===== config.mk =====
export PLATFORM = sky130hd
export DESIGN_NAME = byte_arith_logic_unit
export DESIGN_NICKNAME = d
export VERILOG_FILES = /design/src/design/alu_pkg.sv /design/src/design/byte_arith_logic_unit.sv
export VERILOG_INCLUDE_DIRS = /design/src /design/src/design
export SDC_FILE = /design/constraint.sdc
export NUM_CORES = 1
export LEC_CHECK = 0
export BUFFER_PORTS_ARGS = -buffer_cell sky130_fd_sc_hd__buf_2
export CAP_MARGIN = 20
export CORE_ASPECT_RATIO = 1.25
export CORE_MARGIN = 3
export CORE_UTILIZATION = 40
export DETAILED_ROUTE_END_ITERATION = 10
export GPL_TIMING_DRIVEN = 0
export HOLD_SLACK_MARGIN = 0.02
export PLACE_DENSITY = 0.56
export SYNTH_ARGS = -nofsm -noshare
export SYNTH_HDL_FRONTEND = slang
export SYNTH_SLANG_ARGS = --single-unit
export TNS_END_PERCENT = 10

===== constraint.sdc =====
create_clock -name sys_clk -period 9.95 [get_ports sys_clk]
set_input_delay 0.4975 -clock sys_clk [delete_from_list [all_inputs] [get_ports sys_clk]]
set_output_delay 0.4975 -clock sys_clk [all_outputs]
set_load 0.01 [all_outputs]

===== src/design/alu_cfg.svh =====
// Constants of the byte arithmetic and logic unit: register offsets, flag positions,
// reset values and cycle counts. Included by the datapath module and the testbench.
`ifndef ALU_CFG_SVH
`define ALU_CFG_SVH

// Register byte offsets on the Wishbone bus, one aligned word each.
`define ALU_CTRL_OFS 8'h00
`define ALU_DEST_OFS 8'h04
`define ALU_SRC_OFS 8'h08
`define ALU_HIGH_OFS 8'h0C
`define ALU_FLAGS_OFS 8'h10

// Status flag positions inside the flags register.
`define ALU_FLAG_C 0
`define ALU_FLAG_Z 1
`define ALU_FLAG_N 2
`define ALU_FLAG_V 3
`define ALU_FLAG_S 4
`define ALU_FLAG_H 5
`define ALU_BUSY_BIT 8

// Reset values.
`define ALU_FLAGS_RST 6'h00
`define ALU_BYTE_RST 8'h00
`define ALU_OPCODE_RST 5'h00

// Execution length in clocks.
`define ALU_BYTE_CLOCKS 1
`define ALU_WORD_CLOCKS 2

`endif


===== src/design/alu_pkg.sv =====
// Types of the byte arithmetic and logic unit: operation codes, sequencer states and
// the result of one 8-bit add or subtract step.
package alu_pkg;

  typedef enum logic [4:0] {
    OpAdd = 5'b00000,
    OpAddCarry = 5'b00001,
    OpWordImmAdd = 5'b00010,
    OpRegSubtract = 5'b00011,
    OpImmSubtract = 5'b00100,
    OpRegBorrowSubtract = 5'b00101,
    OpImmBorrowSubtract = 5'b00110,
    OpWordImmSubtract = 5'b00111,
    OpRegAnd = 5'b01000,
    OpImmAndMask = 5'b01001,
    OpRegOr = 5'b01010,
    OpImmOrMask = 5'b01011,
    OpXorRegisters = 5'b01100,
    OpBitwiseInvert = 5'b01101,
    OpZeroMinusValue = 5'b01110,
    OpSetBitsReg = 5'b01111,
    OpClearBitsReg = 5'b10000,
    OpIncrement = 5'b10001,
    OpMinusOne = 5'b10010,
    OpSignZeroCheck = 5'b10011,
    OpZeroRegister = 5'b10100
  } opcode_e;

  typedef enum logic [1:0] {
    StIdle = 2'b00,
    StExec = 2'b01,
    StHigh = 2'b10
  } state_e;

  typedef struct packed {
    logic [7:0] res;
    logic c;
    logic h;
    logic v;
  } arith_s;

endpackage : alu_pkg


===== src/design/byte_arith_logic_unit.sv =====
// Byte arithmetic and logic datapath with a Wishbone classic register slave.
// Assumes one 40 MHz clock, a synchronous Wishbone master and an asynchronous reset.
// Notes on behaviour
// - Add sums destination and source, plus carry if chosen, and sets Z C N V H in one clock.
// - Word add adds the immediate to the high:low pair, sets Z C N V S, and takes two clocks.
// - Subtract takes a source or immediate from the destination, sets Z C N V H in one clock.
// - Borrow subtract takes source and carry from destination, sets Z C N V H in one clock.
// - Immediate borrow subtract takes immediate and carry from destination in one clock.
// - Word subtract takes the immediate from the pair, sets Z C N V S, and takes two clocks.
// - AND with a source or immediate writes the destination and touches only Z N V.
// - OR with a source or immediate writes the destination and sets Z N V in one clock.
// - Set bits ORs the immediate mask into the destination, sets Z N V in one clock.
// - Clear bits ANDs the destination with 0xFF minus the mask, sets Z N V in one clock.
// - Test leaves the destination as it is and sets Z N V from it in one clock.
//
// Added by the designer: the placing of the registers and the Wishbone register port.
`timescale 1ns/100ps
`include "alu_cfg.svh"

module byte_arith_logic_unit
  import alu_pkg::*;
#(
  parameter int ADDR_W = 8
)
(
  // Clock and reset.
  input wire logic sys_clk,
  input wire logic rst,
  // Wishbone classic slave.
  input wire logic wb_cyc_i,
  input wire logic wb_stb_i,
  input wire logic wb_we_i,
  input wire logic [ADDR_W-1:0] wb_adr_i,
  input wire logic [3:0] wb_sel_i,
  input wire logic [31:0] wb_dat_i,
  output logic [31:0] wb_dat_o,
  output logic wb_ack_o
);

  state_e state_r;
  opcode_e op_r;
  logic [7:0] regDest_r;
  logic [7:0] regSrc_r;
  logic [7:0] regHigh_r;
  logic [5:0] flags_r;
  logic lowCarry_r;
  logic [7:0] resNxt;
  logic [5:0] flagsNxt;
  logic lowCarryNxt;
  logic updFlags;
  logic busReq;
  logic busWr;
  logic [7:0] wordAdr;

  // One 8-bit add or subtract step with carry or borrow in, giving carry, half and overflow.
  function automatic arith_s arith(input logic [7:0] a, input logic [7:0] b,
                                   input logic cin, input logic sub);
    arith_s r;
    logic [8:0] full;
    logic [4:0] nib;
    if (sub)
    begin
      full = {1'b0, a} - {1'b0, b} - {8'h00, cin};
      nib = {1'b0, a[3:0]} - {1'b0, b[3:0]} - {4'h0, cin};
      r.v = (a[7] & ~b[7] & ~full[7]) | (~a[7] & b[7] & full[7]);
    end
    else
    begin
      full = {1'b0, a} + {1'b0, b} + {8'h00, cin};
      nib = {1'b0, a[3:0]} + {1'b0, b[3:0]} + {4'h0, cin};
      r.v = (a[7] & b[7] & ~full[7]) | (~a[7] & ~b[7] & full[7]);
    end
    r.res = full[7:0];
    r.c = full[8];
    r.h = nib[4];
    return r;
  endfunction : arith

  function automatic logic isWordOp(input opcode_e op);
    return (op == OpWordImmAdd) || (op == OpWordImmSubtract);
  endfunction : isWordOp

  assign busReq = wb_cyc_i & wb_stb_i & ~wb_ack_o;
  // Writes land only while the datapath is idle, so operands never change mid-operation.
  assign busWr = busReq & wb_we_i & wb_sel_i[0] & (state_r == StIdle);
  assign wordAdr = {wb_adr_i[7:2], 2'b00};

  // Bus answer: one registered acknowledge per request, unmapped reads return zero.
  always_ff @(posedge sys_clk or posedge rst)
  begin
    if (rst)
    begin
      wb_ack_o <= 1'b0;
      wb_dat_o <= 32'h0000_0000;
    end
    else
    begin
      wb_ack_o <= busReq;
      if (busReq && !wb_we_i)
      begin
        case (wordAdr)
          `ALU_CTRL_OFS: wb_dat_o <= {27'h0000000, op_r};
          `ALU_DEST_OFS: wb_dat_o <= {24'h000000, regDest_r};
          `ALU_SRC_OFS: wb_dat_o <= {24'h000000, regSrc_r};
          `ALU_HIGH_OFS: wb_dat_o <= {24'h000000, regHigh_r};
          `ALU_FLAGS_OFS: wb_dat_o <= {23'h000000, (state_r != StIdle), 2'b00, flags_r};
          default: wb_dat_o <= 32'h0000_0000;
        endcase
      end
    end
  end

  // Sequencer: a control write starts an operation; word operations take a second clock.
  always_ff @(posedge sys_clk or posedge rst)
  begin
    if (rst)
    begin
      state_r <= StIdle;
      op_r <= opcode_e'(`ALU_OPCODE_RST);
    end
    else
    begin
      case (state_r)
        StIdle:
        begin
          if (busWr && wordAdr == `ALU_CTRL_OFS)
          begin
            op_r <= opcode_e'(wb_dat_i[4:0]);
            state_r <= StExec;
          end
        end
        StExec: state_r <= isWordOp(op_r) ? StHigh : StIdle;
        StHigh: state_r <= StIdle;
        default: state_r <= StIdle;
      endcase
    end
  end

  // Result and flag computation for the current step.
  always_comb
  begin
    arith_s sum;
    logic useC;
    logic useH;
    logic vOut;
    // Starting from the destination keeps it unchanged for codes with no operation.
    sum = arith(regDest_r, 8'h00, 1'b0, 1'b0);
    resNxt = regDest_r;
    flagsNxt = flags_r;
    lowCarryNxt = lowCarry_r;
    updFlags = 1'b0;
    useC = 1'b0;
    useH = 1'b0;
    vOut = 1'b0;
    if (state_r == StHigh)
    begin
      // High byte of the pair takes the carry or borrow of the low byte.
      sum = arith(regHigh_r, 8'h00, lowCarry_r, op_r == OpWordImmSubtract);
      resNxt = sum.res;
      updFlags = 1'b1;
      flagsNxt[`ALU_FLAG_C] = sum.c;
      flagsNxt[`ALU_FLAG_Z] = (sum.res == 8'h00) && (regDest_r == 8'h00);
      flagsNxt[`ALU_FLAG_N] = sum.res[7];
      flagsNxt[`ALU_FLAG_V] = sum.v;
      flagsNxt[`ALU_FLAG_S] = sum.res[7] ^ sum.v;
    end
    else if (state_r == StExec)
    begin
      updFlags = 1'b1;
      case (op_r)
        OpAdd, OpAddCarry:
        begin
          sum = arith(regDest_r, regSrc_r, (op_r == OpAddCarry) & flags_r[`ALU_FLAG_C], 1'b0);
          useC = 1'b1;
          useH = 1'b1;
        end
        OpRegSubtract, OpImmSubtract:
        begin
          sum = arith(regDest_r, regSrc_r, 1'b0, 1'b1);
          useC = 1'b1;
          useH = 1'b1;
        end
        OpRegBorrowSubtract, OpImmBorrowSubtract:
        begin
          sum = arith(regDest_r, regSrc_r, flags_r[`ALU_FLAG_C], 1'b1);
          useC = 1'b1;
          useH = 1'b1;
        end
        OpWordImmAdd, OpWordImmSubtract:
        begin
          sum = arith(regDest_r, regSrc_r, 1'b0, op_r == OpWordImmSubtract);
          updFlags = 1'b0;
          lowCarryNxt = sum.c;
        end
        OpRegAnd, OpImmAndMask: sum.res = regDest_r & regSrc_r;
        OpRegOr, OpImmOrMask: sum.res = regDest_r | regSrc_r;
        OpSetBitsReg: sum.res = regDest_r | regSrc_r;
        OpClearBitsReg: sum.res = regDest_r & (8'hFF - regSrc_r);
        OpSignZeroCheck: sum.res = regDest_r & regDest_r;
        OpXorRegisters: sum.res = regDest_r ^ regSrc_r;
        OpZeroRegister: sum.res = regDest_r ^ regDest_r;
        OpBitwiseInvert:
        begin
          sum.res = 8'hFF - regDest_r;
          sum.c = 1'b1;
          useC = 1'b1;
        end
        OpZeroMinusValue:
        begin
          sum = arith(8'h00, regDest_r, 1'b0, 1'b1);
          useC = 1'b1;
          useH = 1'b1;
        end
        OpIncrement:
        begin
          sum.res = regDest_r + 8'h01;
          sum.v = (sum.res == 8'h80);
        end
        OpMinusOne:
        begin
          sum.res = regDest_r - 8'h01;
          sum.v = (sum.res == 8'h7F);
        end
        default: updFlags = 1'b0;
      endcase
      resNxt = sum.res;
      vOut = sum.v;
      if (updFlags)
      begin
        flagsNxt[`ALU_FLAG_Z] = (sum.res == 8'h00);
        flagsNxt[`ALU_FLAG_N] = sum.res[7];
        flagsNxt[`ALU_FLAG_V] = vOut;
        flagsNxt[`ALU_FLAG_C] = useC ? sum.c : flags_r[`ALU_FLAG_C];
        flagsNxt[`ALU_FLAG_H] = useH ? sum.h : flags_r[`ALU_FLAG_H];
      end
    end
  end

  // Destination, source and high operand registers.
  always_ff @(posedge sys_clk or posedge rst)
  begin
    if (rst)
    begin
      regDest_r <= `ALU_BYTE_RST;
      regSrc_r <= `ALU_BYTE_RST;
      regHigh_r <= `ALU_BYTE_RST;
      lowCarry_r <= 1'b0;
    end
    else
    begin
      lowCarry_r <= lowCarryNxt;
      if (state_r == StExec)
      begin
        regDest_r <= resNxt;
      end
      else if (state_r == StHigh)
      begin
        regHigh_r <= resNxt;
      end
      else if (busWr)
      begin
        case (wordAdr)
          `ALU_DEST_OFS: regDest_r <= wb_dat_i[7:0];
          `ALU_SRC_OFS: regSrc_r <= wb_dat_i[7:0];
          `ALU_HIGH_OFS: regHigh_r <= wb_dat_i[7:0];
          default: ;
        endcase
      end
    end
  end

  // Status flags: updated by operations, and writable by software while idle.
  always_ff @(posedge sys_clk or posedge rst)
  begin
    if (rst)
    begin
      flags_r <= `ALU_FLAGS_RST;
    end
    else if (updFlags)
    begin
      flags_r <= flagsNxt;
    end
    else if (busWr && wordAdr == `ALU_FLAGS_OFS)
    begin
      flags_r <= wb_dat_i[5:0];
    end
  end
endmodule : byte_arith_logic_unit


* Word-level counts from Yosys, hierarchy flattened
Cells that the tools add are included.
** Word-level totals
- Logic and storage cells :: 192
- Flip-flop bits (word level) :: 71
- Bits of input ports :: 49
** Operators by class
- Bitwise operators :: 43
- Reduce and logical (&&, ||, !) cells :: 36
- Equal/unequal tests :: 38
- $add $sub $neg :: 16
- Mux-type cells :: 47
** Operator list (count)
- case mux 8 bit (14 select lines) :: 1
- two-way mux 8 bit :: 10
- case mux 9 bit (5 select lines) :: 1
- == test 5 x 4 -> 1 bit (second input constant) :: 8
- logical NOT 8 bit :: 4
- two-way mux 9 bit :: 3
- == test 5 bit (second input constant) :: 5
- bitwise AND 8 bit :: 3
- bitwise AND 1 bit :: 21
- == test 5 x 3 -> 1 bit (second input constant) :: 4
- two-way mux 1 bit :: 20
- OR reduction 19 bit :: 1
- subtractor 8 bit (first input constant) :: 2
- bitwise XOR 8 bit :: 2
- == test 6 x 2 -> 1 bit (second input constant) :: 2
- two-way mux 4 bit :: 3
- two-way mux 6 bit :: 2
- AND reduction 3 bit :: 4
- nonzero test 2 bit :: 6
- inverter 1 bit :: 11
- == test 5 x 2 -> 1 bit (second input constant) :: 2
- inequality test 2 x 1 -> 1 bit (second input constant) :: 5
- OR reduction 2 bit :: 5
- adder 8 x 1 -> 9 bit :: 1
- 42 further kinds :: 54

* Logic depth before layout (Yosys ltp)
Gate-level depths: netlist of run 1.
- Depth in word-level cells :: 11
- Depth in mapped cells :: 15
- Depth with buffers taken out :: 14

* Worst setup path after synthesis of run 1
No wires, ideal clock.
- Path type :: reg-to-reg
- Start :: register regDest_r[0]
- End :: register flags_r[1]
- Library setup time :: 124 ps
- Buffers on the path :: 1
- Path slack :: 6570 ps
- Data required time :: 9826 ps
- Arrival :: 3256 ps
- Stages on the path, launching flop included :: 14
- Period minus slack after synthesis :: 3380 ps
- Path through :: dfrtp_1 clkbuf_1 inv_1 ha_1 fa_1 xnor2_1 o311ai_0 a211oi_2 nand3_1 mux2_1 nor2_1 o32a_2 nor4_1 o31a_1
** On the way
- Longest elaborated chain between the ends :: 10
- Elaborated cells on any way between the ends :: 25
- Classes of those cells :: add/sub (8); mux (8); bitwise (6); reduce/logical (3)
** RTL lines
- start: declaration :: RTL line byte_arith_logic_unit.sv:42 : logic [7:0] regDest_r;
- start signal: assignment :: RTL line byte_arith_logic_unit.sv:244 : regDest_r <= `ALU_BYTE_RST;
- start signal: assignment :: RTL line byte_arith_logic_unit.sv:254 : regDest_r <= resNxt;
- start signal: assignment :: RTL line byte_arith_logic_unit.sv:263 : `ALU_DEST_OFS: regDest_r <= wb_dat_i[7:0];
- subtractor 8 x 8 -> 9 bit or adder 8 x 8 -> 9 bit (tied branches) :: RTL line byte_arith_logic_unit.sv:63, byte_arith_logic_unit.sv:69
- subtractor 9 x 1 -> 9 bit, or another cell as far along :: RTL line byte_arith_logic_unit.sv:63 : full = {1'b0, a} - {1'b0, b} - {8'h00, cin};
- case mux 8 bit (14 select lines) :: RTL line byte_arith_logic_unit.sv:170 : case (op_r)
- two-way mux 8 bit :: RTL line byte_arith_logic_unit.sv:167 : else if (state_r == StExec)
- two-way mux 8 bit :: RTL line byte_arith_logic_unit.sv:155 : if (state_r == StHigh)
- logical NOT 8 bit :: RTL line byte_arith_logic_unit.sv:230 : flagsNxt[`ALU_FLAG_Z] = (sum.res == 8'h00);
- two-way mux 4 bit :: RTL line byte_arith_logic_unit.sv:228 : if (updFlags)
- two-way mux 4 bit :: RTL line byte_arith_logic_unit.sv:167
- two-way mux 4 bit * :: RTL line byte_arith_logic_unit.sv:155
- two-way mux 6 bit * :: RTL line byte_arith_logic_unit.sv:279 : else if (updFlags)
- end signal: assignment :: RTL line byte_arith_logic_unit.sv:277 : flags_r <= `ALU_FLAGS_RST;
- end signal: assignment :: RTL line byte_arith_logic_unit.sv:281 : flags_r <= flagsNxt;
- end signal: assignment :: RTL line byte_arith_logic_unit.sv:285 : flags_r <= wb_dat_i[5:0];
- end: declaration :: RTL line byte_arith_logic_unit.sv:45 : logic [5:0] flags_r;
Every way passes the cells marked *; elsewhere a longest branch is shown, timed or not. The select of a mux whose other input is x is not followed.
A chain may end at the register's enable or synchronous reset.

* Final worst setup path of run 1
Ends and elaborated chain as after synthesis.

==> results of run 1 <==
==> routing by layer <==
| layer | vias up | routed length [um] |
|---|---|---|
| met4 | 0 | 1810 |
| met5 | - | 0 |
| met3 | 100 | 1540 |
| met1 | 3127 | 9590 |
| li1 | 3040 | - |
| met2 | 353 | 12100 |
==> cell usage after synthesis, drive strengths merged, types with 9 or more instances <==
library cell,n
a31oi,10
nor2b,12
o22ai,13
or3,11
ha,44
a22oi,15
nand3,26
dfrtp,48
clkbuf,31
a221oi,13
o211ai,14
inv,36
nor3,33
a21oi,57
a211oi,13
xnor2,23
nand2b,16
buf,41
mux2i,9
nand2,90
xor2,12
o21ai,57
nor2,66
==> path summary, 6_finish.rpt <==
path	startpoint	cells after the start	slack, ns	end
min	rst	2	0.16	wb_dat_o[3]
max	regDest_r[0]	13	5.01	flags_r[1]
max in group asynchronous	rst	3	9.27	regHigh_r[2]
min reg2reg	wb_dat_o[7]	2	0.53	wb_dat_o[7]
max reg2reg	regDest_r[0]	13	5.01	flags_r[1]
min in group sys_clk	wb_dat_i[7]	3	0.45	regSrc_r[7]
==> cell usage in the layout, fill, tap and decap left out, types with 5 or more instances in the layout <==
master	n
nand4_1	6
o221ai_1	5
nor2_1	66
xor2_1	12
and3_1	7
a31oi_1	10
buf_2	43
nor3_1	31
a21oi_1	56
a221oi_1	11
a22oi_1	15
conb_1	23
or3_1	11
nor2b_1	12
nand2_1	90
ha_1	44
clkbuf_16	5
mux2_2	6
nand2b_1	16
xnor2_1	22
clkbuf_1	31
o21bai_1	5
a211oi_1	12
o21ai_0	56
inv_1	35
o22ai_1	13
dfrtp_1	48
mux2i_1	9
nand3_1	26
nor3b_1	5
o211ai_1	14
buf_4	24
==> flip-flops by register name, summed over array words and instances (netlist names) <==
signal	count
regSrc_r	8
regHigh_r	8
lowCarry_r	1
state_r	2
regDest_r	8
flags_r	6
wb_dat_o	9
wb_ack_o	1
op_r	5
==> per-stage QoR <==
stage               total power, mW  cell area (um2)  cells
floorplan                     0.582             6120    833
global placement              0.743             6490   1040
detailed placement            0.744             6520   1042
CTS                           0.957             6710   1050
global route                   1.01             6710   1051
finish                        0.961             6710   1051
==> layout make-up <==
cell class	count	area [um2]
Buffer	72	384
Clock buffer	7	153
Clock inverter	1	30.0
Fill cell	1526	7880
Inverter	37	139
Multi-Input combinational cell	676	4410
Sequential cell	48	1200
Tap cell	178	223
Timing Repair Buffer	32	178
==> critical path, delay by kind of cell (launching register included) <==
kind	cells	cell delay, ns
XOR/XNOR	2	0.61
buffers and inverters	2	0.76
flip-flops	1	0.46
adder cells (fa/ha/maj)	2	0.88
AO/OA/AOI/OAI	3	0.78
AND/OR/NAND/NOR	4	1.39
==> power by group through the flow <==
stage | clock network, mW | logic, mW | registers [mW]
4_1_cts | 0.213 | 0.506 | 0.238
5_1_grt | 0.219 | 0.553 | 0.241
3_3_place_gp | 0 | 0.501 | 0.242
2_1_floorplan | 0 | 0.348 | 0.233
3_5_place_dp | 0 | 0.502 | 0.242
6_report | 0.209 | 0.514 | 0.238
==> cell families after synthesis <==
group / after synthesis
buffers and inverters: 109
other: 1
XOR/XNOR: 35
multiplexers: 16
adder cells (fa/ha/maj): 46
AO/OA/AOI/OAI: 255
flip-flops: 48
AND/OR/NAND/NOR: 301
==> impl_metrics.csv, run 1 <==
group,metric,value,unit
die,die_w,116,um
sta,setup_tns,0,ns
die,floorplan.rows,49,
logic_synthesis,synth_area_leader_cell,"dfrtp_1",
routing,drt-total-wl,25.1,mm
global_route,grt_util_met1,0.363,
logic_synthesis,synthTopCellsByArea,"dfrtp_1 20%, ha_1 9.1%, nand2_1 5.6%",
critical_path,end_kind,"flip-flop",
global_route,track_usage,0.300,
routing,via_per_inst,6.30,
routing,route.detailed.drc,0,
logic_synthesis,netlist_area,0.00604,mm2
clock_network,path_clk_slew,0.07,ns
logic_synthesis,synth_compound_area_frac,0.290,
logic_synthesis,synth_edf_count,0,
sta,fin_skew,0.00280,ns
global_route,antenna_found_initial,0,
routing,drt_iter0_drc,589,
global_route,met2_usage,0.506,
routing,ant_nets,0,
placement,routabilityCongestion,0.989,
pwr,ir_drop,0.0802,mV
sta,worstMarginPinSlew,1.10,ns
routing,routedWlPerCell,23.8,um
logic_synthesis,synth_xor_area_frac,0.0520,
layout,drive_gt1_frac,0.124,
clock_network,clkLatencyLatePin,0.30,ns
logic_synthesis,syn_inst,811,
die,coreArea,0.0146,mm2
global_route,busiest_layer,"met2",
critical_path,cp_max_fo,10,
logic_synthesis,synth_seq_cells,48,
clock_network,cts_resized,0,
clock_network,cts_buffers,5,
die,die_h,143,um
placement,io_buffers,29,
pwr,switching_share,0.454,
clock_network,cts-htree-levels,2,
clock_network,hold_buffers,0,
pwr,seqPwrFrac,0.248,
global_route,grt_pass1_vias,6283,
die,start_util,0.414,
worst_hold_path,hold_path.class,"in -> async",
logic_synthesis,avgSynthCellArea,7.45,um2
logic_synthesis,synthMuxAreaShare,0.0280,
routing,first_pass_iters,6,
logic_synthesis,synth_ff_type,"dfrtp_1",
placement,hpwlAfterDp,20.1,mm
critical_path,crit_required,10.18,ns
pwr,pwr-share-clk,0.218,
routing,via_count,6620,
critical_path,cp_cell_sequence,"clkbuf_1 -> inv_1 -> ha_1 -> fa_1 -> xnor2_1 -> o311ai_0 -> a211oi_2 -> xnor2_1 -> nor2_1 -> nor4_1 -> nand4_1 -> nor4_1 -> o31a_1",
logic_synthesis,yosys.area_share.simple,0.246,
die,io_pins,82,
clock_network,clock_path_buffers,2,
pwr,power_switching,437,uW
logic_synthesis,synth_top_family_by_area,"compound AO/OA/AOI/OAI gates",
placement,preCtsSetupSlack,5.16,ns
sta,rsz0062_at_grt,"no",
sta,period_share,0.497,
global_route,grt_overflow,0,
flow_run,maxCapViolCount,0,
logic_synthesis,synth-seq-area-share,0.199,
pwr,power.internal,525,uW
sta,fmax,0.202,GHz
critical_path,critPathArrivalTime,5.18,ns
outcome,status,"finished, final reports clean",
critical_path,cp_slowest_cell,"nor4_1",
global_route,use_met3,0.0274,
clock_network,cts_setup_buffers,0,
sta,min_period,4.94,ns
critical_path,critPathKind,"reg -> reg",
sta,slew_viol_final,0,
layout,fin_util,0.460,
critical_path,slowest_delay,0.68,ns
logic_synthesis,synthDominantCellAreaShare,0.199,
pwr,p_leak,2.77,nW
logic_synthesis,ys_warn_count,0,
global_route,grt_max_degree,35,
logic_synthesis,synth.distinct_cells,84,
layout,areaGrowthSynthToFinish,11.1,%
die,die-area,0.0166,mm2
clock_network,root_buffer,"clkbuf_16",
critical_path,worst_setup_path_start_kind,"flip-flop",
clock_network,cts_num_sinks,48,
logic_synthesis,async_reset_ff_frac,1.00,
layout,num_antenna_cells,0,
pwr,powerDensity,143,mW/mm2
sta,whs,0.164,ns
layout,finalNetCount,967,
sta,hold_viol,0,
global_route,grt_pass1_wl,37.6,mm
sta,max_slew_margin,0.262,
logic_synthesis,synth_adder_area_share,0.0978,
pwr,p_comb_frac,0.534,
sta,setup_viol,0,
sta,worst_slack,5.01,ns
clock_network,cts_tree,"done",
(Power assumes the default switching activity.)
==> run 2, diff against run 1 <==
--- a/config.mk
+++ b/config.mk
@@ -6,6 +6,7 @@
 export SDC_FILE = /design/constraint.sdc
 export NUM_CORES = 1
 export LEC_CHECK = 0
+export ABC_AREA = 1
 export BUFFER_PORTS_ARGS = -buffer_cell sky130_fd_sc_hd__buf_2
 export CAP_MARGIN = 20
 export CORE_ASPECT_RATIO = 1.25
==> constraint.sdc (replaced) <==
create_clock -name sys_clk -period 4.95 [get_ports sys_clk]
set_input_delay 0.2475 -clock sys_clk [delete_from_list [all_inputs] [get_ports sys_clk]]
set_output_delay 0.2475 -clock sys_clk [all_outputs]
set_load 0.01 [all_outputs]
==> run 2 against run 1 <==
  * Register-to-register slack worse by 3.8 ns
  * Critical path depth up 5
  * Wire length down 11%
  * Critical path type unchanged
  * Largest power group unchanged
==> impl_metrics.csv, run 2 <==
group,metric,value,unit
layout,areaGrowthSynthToFinish,10.8,%
sta,setup_tns,0,ns
layout,largest_register_ff_count,9,
critical_path,cp_max_fo,11,
logic_synthesis,async_reset_ff_frac,1.00,
placement,routabilityCongestion,0.977,
critical_path,crit_start,"regDest_r[0]",
layout,finalNetCount,1143,
sta,rsz0062_at_grt,"no",
die,coreArea,0.0151,mm2
critical_path,cp_slowest_cell,"fa_1",
clock_network,cts_tree,"done",
flow_run,maxCapViolCount,0,
critical_path,worst_setup_path_start_kind,"flip-flop",
sta,worstMarginPinSlew,0.984,ns
clock_network,cts_num_sinks,48,
logic_synthesis,synth_area_leader_cell,"dfrtp_1",
sta,fin_skew,0.0105,ns
layout,layoutNonFillerInstCount,1257,
worst_hold_path,hp-start,"wb_stb_i",
clock_network,cts_resized,0,
pwr,ir_drop,0.234,mV
layout,layout_common_cells,"262 x nand2_1, 111 x inv_1, 98 x nor2_1, 97 x nand3_1, 62 x o21ai_0",
placement,place_area,0.00672,mm2
clock_network,clkLatencyLatePin,0.30,ns
global_route,track_usage,0.257,
layout,layout_commonest_cell,"nand2_1",
logic_synthesis,synth_ff_type,"dfrtp_1",
routing,drt_iter0_drc,456,
logic_synthesis,netlist_area,0.00621,mm2
die,start_util,0.412,
pwr,p_comb_frac,0.601,
global_route,antenna_found_initial,0,
critical_path,cp_common_cell,"nand2_1",
placement,io_buffers,29,
layout,fin_util,0.456,
die,die_w,117,um
global_route,grt_max_degree,33,
pwr,seqPwrFrac,0.237,
sta,max_slew_margin,0.341,
routing,routedWlPerCell,17.7,um
logic_synthesis,yosysMostFrequentCell,"nand2_1",
critical_path,critPathKind,"reg -> reg",
die,io_pins,82,
routing,first_pass_iters,5,
layout,top_register,"wb_dat_o",
clock_network,cts-htree-levels,2,
logic_synthesis,synth.distinct_cells,52,
critical_path,critPathArrivalTime,4.03,ns
pwr,power.internal,1.07,mW
logic_synthesis,ys_warn_count,0,
clock_network,path_clk_slew,0.07,ns
logic_synthesis,synth-seq-area-share,0.193,
pwr,pwr-share-clk,0.162,
logic_synthesis,avgSynthCellArea,6.29,um2
sta,hold_viol,0,
layout,fin_area,0.00688,mm2
clock_network,root_buffer,"clkbuf_16",
layout,drive_gt1_frac,0.137,
clock_network,cts_buffers,5,
layout,num_antenna_cells,0,
logic_synthesis,synth_seq_cells,48,
logic_synthesis,synth_edf_count,0,
critical_path,crit_required,5.19,ns
sta,min_period,3.79,ns
routing,drt-total-wl,22.3,mm
logic_synthesis,syn_inst,988,
sta,slew_viol_final,0,
die,floorplan.rows,50,
worst_hold_path,hold_path.class,"in -> reg",
routing,via_count,6571,
global_route,grt_overflow,0,
pwr,switching_share,0.523,
critical_path,slowest_delay,0.55,ns
sta,setup_viol,0,
routing,ant_nets,0,
pwr,p_leak,3.57,nW
critical_path,r2r_slack,1.16,ns
placement,hpwlAfterDp,18.4,mm
routing,route.detailed.drc,0,
sta,whs,0.186,ns
placement,dp.cells,1248,
critical_path,r2r-start,"regDest_r[0]",
global_route,grt_pass1_vias,6167,
outcome,status,"finished, final reports clean",
logic_synthesis,synthTopCellsByArea,"dfrtp_1 19%, nand2_1 16%, ha_1 8.9%",
critical_path,end_kind,"flip-flop",
logic_synthesis,synthTopCellsByCount,"262 x nand2_1, 112 x inv_1, 98 x nor2_1",
global_route,grt_pass1_wl,34.7,mm
pwr,power_switching,1.17,mW
routing,via_per_inst,5.23,
clock_network,clock_path_buffers,2,
critical_path,cp_cell_sequence,"clkinv_1 -> ha_1 -> fa_1 -> ha_1 -> inv_1 -> nor2_1 -> nand3_1 -> nor2_1 -> nand3_1 -> nand3_1 -> nand2_1 -> nor2_1 -> nand3_1 -> nor2_1 -> nand2_1 -> nand2_1 -> nand2_1 -> nand2_1",
die,die-area,0.0171,mm2
sta,fmax,0.264,GHz
die,die_h,145,um
sta,period_share,0.765,
logic_synthesis,synthDominantCellAreaShare,0.193,
pwr,powerDensity,324,mW/mm2
## run 2: changes by cell type in the layout (fill, tap and decap cells not counted), sizes merged, moves of 16 or more
cell | before | now
nor2 | 66 | 113
inv | 36 | 126
clkbuf | 39 | 16
nand2b | 16 | 0
nand3 | 26 | 104
nor3 | 33 | 13
nand2 | 90 | 283
xnor2 | 23 | 1
## run 2: kinds of logic (layout without fill, tap and decap cells)
kind of cell             count (synthesis)  after routing  synth area share
XOR/XNOR                                15             15            0.0212
buffers and inverters                  177            216             0.134
AND/OR/NAND/NOR                        546            546             0.412
multiplexers                             1              1           0.00161
AO/OA/AOI/OAI                          154            154             0.143
other                                    1             23          0.000604
flip-flops                              48             48             0.193
adder cells (fa/ha/maj)                 46             46            0.0951
## run 2: critical path: cells and delay by family, from the launching register on
| family | cells | cell delay (ns) |
|---|---|---|
| buffers and inverters | 2 | 0.52 |
| flip-flops | 1 | 0.50 |
| AND/OR/NAND/NOR | 13 | 1.57 |
| adder cells (fa/ha/maj) | 3 | 1.15 |
## run 2: power groups by stage
stage / registers (mW) / logic (mW) / clock network [mW]
final: 0.530 / 1.34 / 0.362
after global routing: 0.539 / 1.51 / 0.383
after CTS: 0.527 / 1.32 / 0.370
after detailed placement: 0.534 / 1.32 / 0
after global placement: 0.533 / 1.32 / 0
after floorplan: 0.511 / 0.972 / 0
## run 2: worst paths after layout
check                      depth (start not counted)           end
max reg2reg                                       18    flags_r[1]
max                                               18    flags_r[1]
min in group asynchronous                          3   wb_dat_o[4]
min reg2reg                                        1      wb_ack_o
min                                                3      wb_ack_o
max in group asynchronous                          4  regHigh_r[7]
## run 2: repair_timing
item / CTS / global route
buffers inserted: 0 / 0
hold endpoints to repair: 16 / 0
hold buffers: 1 / 0
## run 2: layout make-up
class                   instances  area, um2
well taps                     208        260
fillers                      1612       8200
inverters                     129        502
clock buffers                   6        139
plain buffers                  48        329
repair buffers                 31        175
clock inverters                 2       13.8
multi-input cells             785       4260
flip-flops and latches         48       1200
## run 2: stage by stage
step	total power, mW	setup slack (ns)
floorplan	1.48	2.20
global placement	1.85	1.23
detailed placement	1.85	1.26
CTS	2.22	1.22
global route	2.43	1.03
finish	2.23	1.16
## run 2: routing by layer
metal / share of wire / vias to the layer above / GRT usage
met5: 0 / - / 0
met4: 0.041 / 0 / 0.107
met3: 0.042 / 49 / 0.0175
met2: 0.50 / 196 / 0.466
met1: 0.42 / 3017 / 0.313
li1: - / 3309 / -
==> run 3, diff against run 2 <==
--- a/config.mk
+++ b/config.mk
@@ -15,7 +15,7 @@
 export DETAILED_ROUTE_END_ITERATION = 10
 export GPL_TIMING_DRIVEN = 0
 export HOLD_SLACK_MARGIN = 0.02
-export PLACE_DENSITY = 0.56
+export PLACE_DENSITY = 0.58
 export SYNTH_ARGS = -nofsm -noshare
 export SYNTH_HDL_FRONTEND = slang
 export SYNTH_SLANG_ARGS = --single-unit
==> constraint.sdc (replaced) <==
create_clock -name sys_clk -period 3.4 [get_ports sys_clk]
set_input_delay 0.17 -clock sys_clk [delete_from_list [all_inputs] [get_ports sys_clk]]
set_output_delay 0.17 -clock sys_clk [all_outputs]
set_load 0.01 [all_outputs]
==> run 3 against run 2 <==
  * Cell count is essentially flat
  * Highest routed layer unchanged
  * Wire length shrank 1.8%
  * Core utilization grew 0.091 points
  * Global-route usage shrank 0.36 points
  * Power grew 45%
  * Via count shrank 0.91%
  * First-iteration DRC count grew 4.2%
  * Critical path depth shrank 1
  * Maximum frequency grew 18%
  * Sequential share of layout area is essentially flat
  * Sequential cell count is the same
  * Register-to-register slack lost 0.97 ns
==> impl_metrics.csv, run 3 (synthesis results as in run 2) <==
group,metric,value,unit
die,start_util,0.412,
sta,max_slew_margin,0.361,
routing,route.detailed.drc,0,
routing,routedWlPerCell,17.4,um
placement,io_buffers,29,
clock_network,path_clk_slew,0.07,ns
global_route,grt_max_degree,26,
pwr,p_leak,3.57,nW
layout,fin_area,0.00690,mm2
die,floorplan.rows,50,
die,die_h,145,um
sta,worstMarginPinSlew,0.950,ns
layout,largest_register_ff_count,9,
die,io_pins,82,
routing,drt-total-wl,21.9,mm
die,die_w,117,um
critical_path,end_kind,"flip-flop",
pwr,ir_drop,0.317,mV
worst_hold_path,hold_path.class,"in -> reg",
sta,setup_viol,0,
placement,hpwlAfterDp,18.3,mm
layout,layout_common_cells,"262 x nand2_1, 111 x inv_1, 97 x nand3_1, 96 x nor2_1, 62 x o21ai_0",
routing,via_per_inst,5.18,
clock_network,clkLatencyLatePin,0.29,ns
layout,num_antenna_cells,0,
routing,first_pass_iters,5,
global_route,antenna_found_initial,0,
clock_network,root_buffer,"clkbuf_16",
critical_path,cp_max_fo,9,
sta,period_share,0.945,
layout,finalNetCount,1142,
global_route,track_usage,0.253,
placement,place_area,0.00672,mm2
clock_network,cts_tree,"done",
clock_network,cts_buffers,5,
routing,via_count,6511,
critical_path,critPathArrivalTime,3.45,ns
clock_network,cts_num_sinks,48,
die,coreArea,0.0151,mm2
sta,hold_viol,0,
clock_network,clock_path_buffers,2,
layout,areaGrowthSynthToFinish,11.0,%
sta,slew_viol_final,0,
layout,layout_commonest_cell,"nand2_1",
clock_network,cts-htree-levels,2,
sta,rsz0062_at_grt,"yes",
critical_path,crit_required,3.64,ns
layout,fillers,1642,
global_route,grt_overflow,0,
routing,drt_iter0_drc,475,
sta,fmax,0.311,GHz
outcome,status,"finished, final reports clean",
critical_path,critPathKind,"reg -> reg",
pwr,p_total,3.24,mW
pwr,powerDensity,470,mW/mm2
sta,fin_skew,0.00548,ns
sta,min_period,3.21,ns
routing,ant_nets,0,
die,die-area,0.0171,mm2
flow_run,maxCapViolCount,0,
layout,top_register,"wb_dat_o",
layout,drive_gt1_frac,0.143,
critical_path,worst_setup_path_start_kind,"flip-flop",
placement,routabilityCongestion,0.976,
global_route,grt_pass1_wl,34.3,mm
global_route,grt_pass1_vias,6175,
## run 3: cell count changes in the layout (fill, tap and decap cells not counted), moves of 2 or more
cell,before,now
dfrtp_1,48,46
clkbuf_1,10,8
dfrtp_2,0,2
nor2_1,98,96
clkinvlp_4,0,2
## run 3: report_power, final
group / total (mW) / internal, mW / switching, mW
logic: 1.94 / 0.599 / 1.34
registers: 0.787 / 0.665 / 0.122
clock network: 0.520 / 0.293 / 0.227
## run 3: through the flow
step / std cells / TNS [ns] / util / setup slack, ns / hold slack, ns
after detailed placement: 1248 / -0.396 / 0.446 / -0.189 / 0.245
after floorplan: 1010 / 0 / - / 0.654 / 0.300
final: 1256 / 0 / 0.457 / 0.188 / 0.112
after global routing: 1256 / -0.0201 / 0.457 / -0.0201 / 0.143
after global placement: 1247 / -0.480 / 0.444 / -0.217 / 0.420
after CTS: 1257 / 0 / 0.457 / 0.0380 / 0.109
## run 3: layout make-up
| class | instances | area [um2] | area share |
|---|---|---|---|
| Tap cell | 208 | 260 | 0.0377 |
| Sequential cell | 48 | 1200 | 0.175 |
| Multi-Input combinational cell | 785 | 4270 | 0.619 |
| Inverter | 129 | 504 | 0.0731 |
| Timing Repair Buffer | 31 | 175 | 0.0254 |
| Clock buffer | 6 | 139 | 0.0201 |
| Buffer | 47 | 327 | 0.0474 |
| Clock inverter | 2 | 15.0 | 0.00218 |
## run 3: worst paths after layout
path,depth (start not counted),slack (ns),to,from
setup / recovery,17,0.19,flags_r[1],regDest_r[1]
max in group asynchronous,4,2.40,regDest_r[5],rst
min in group asynchronous,3,0.47,wb_dat_o[8],rst
hold / removal,3,0.11,wb_ack_o,wb_stb_i
setup reg to reg,17,0.19,flags_r[1],regDest_r[1]
hold reg to reg,1,0.45,wb_ack_o,wb_ack_o
## run 3: metal layers
metal	vias to the layer above	routed length [um]	track usage
met1	2981	9100	0.305
met2	178	11000	0.462
li1	3301	-	-
met5	-	0	0
met3	51	876	0.0187
met4	0	939	0.106
## run 3: timing repair
item | in CTS | in global routing
hold endpoints to repair | 23 | 0
hold buffers | 1 | 0
resized for setup | 1 | 8
gates cloned | 0 | 0
setup buffers | 0 | 0
endpoints found under the setup margin | 4 | 6
## run 3: critical path: stages (launching register included)
cell and delay (ns):
dfrtp_2 0.49, inv_1 0.24, fa_1 0.65, ha_1 0.18, inv_1 0.04, nor2_1 0.19, nand3_1 0.19, nor2_1 0.20
nand3_1 0.10, nand3_1 0.09, nand2_1 0.05, nor2_1 0.15, nand3_1 0.14, nor2_1 0.11, nand2_1 0.07, nand2_1 0.09
nand2_1 0.08, nand2_1 0.06
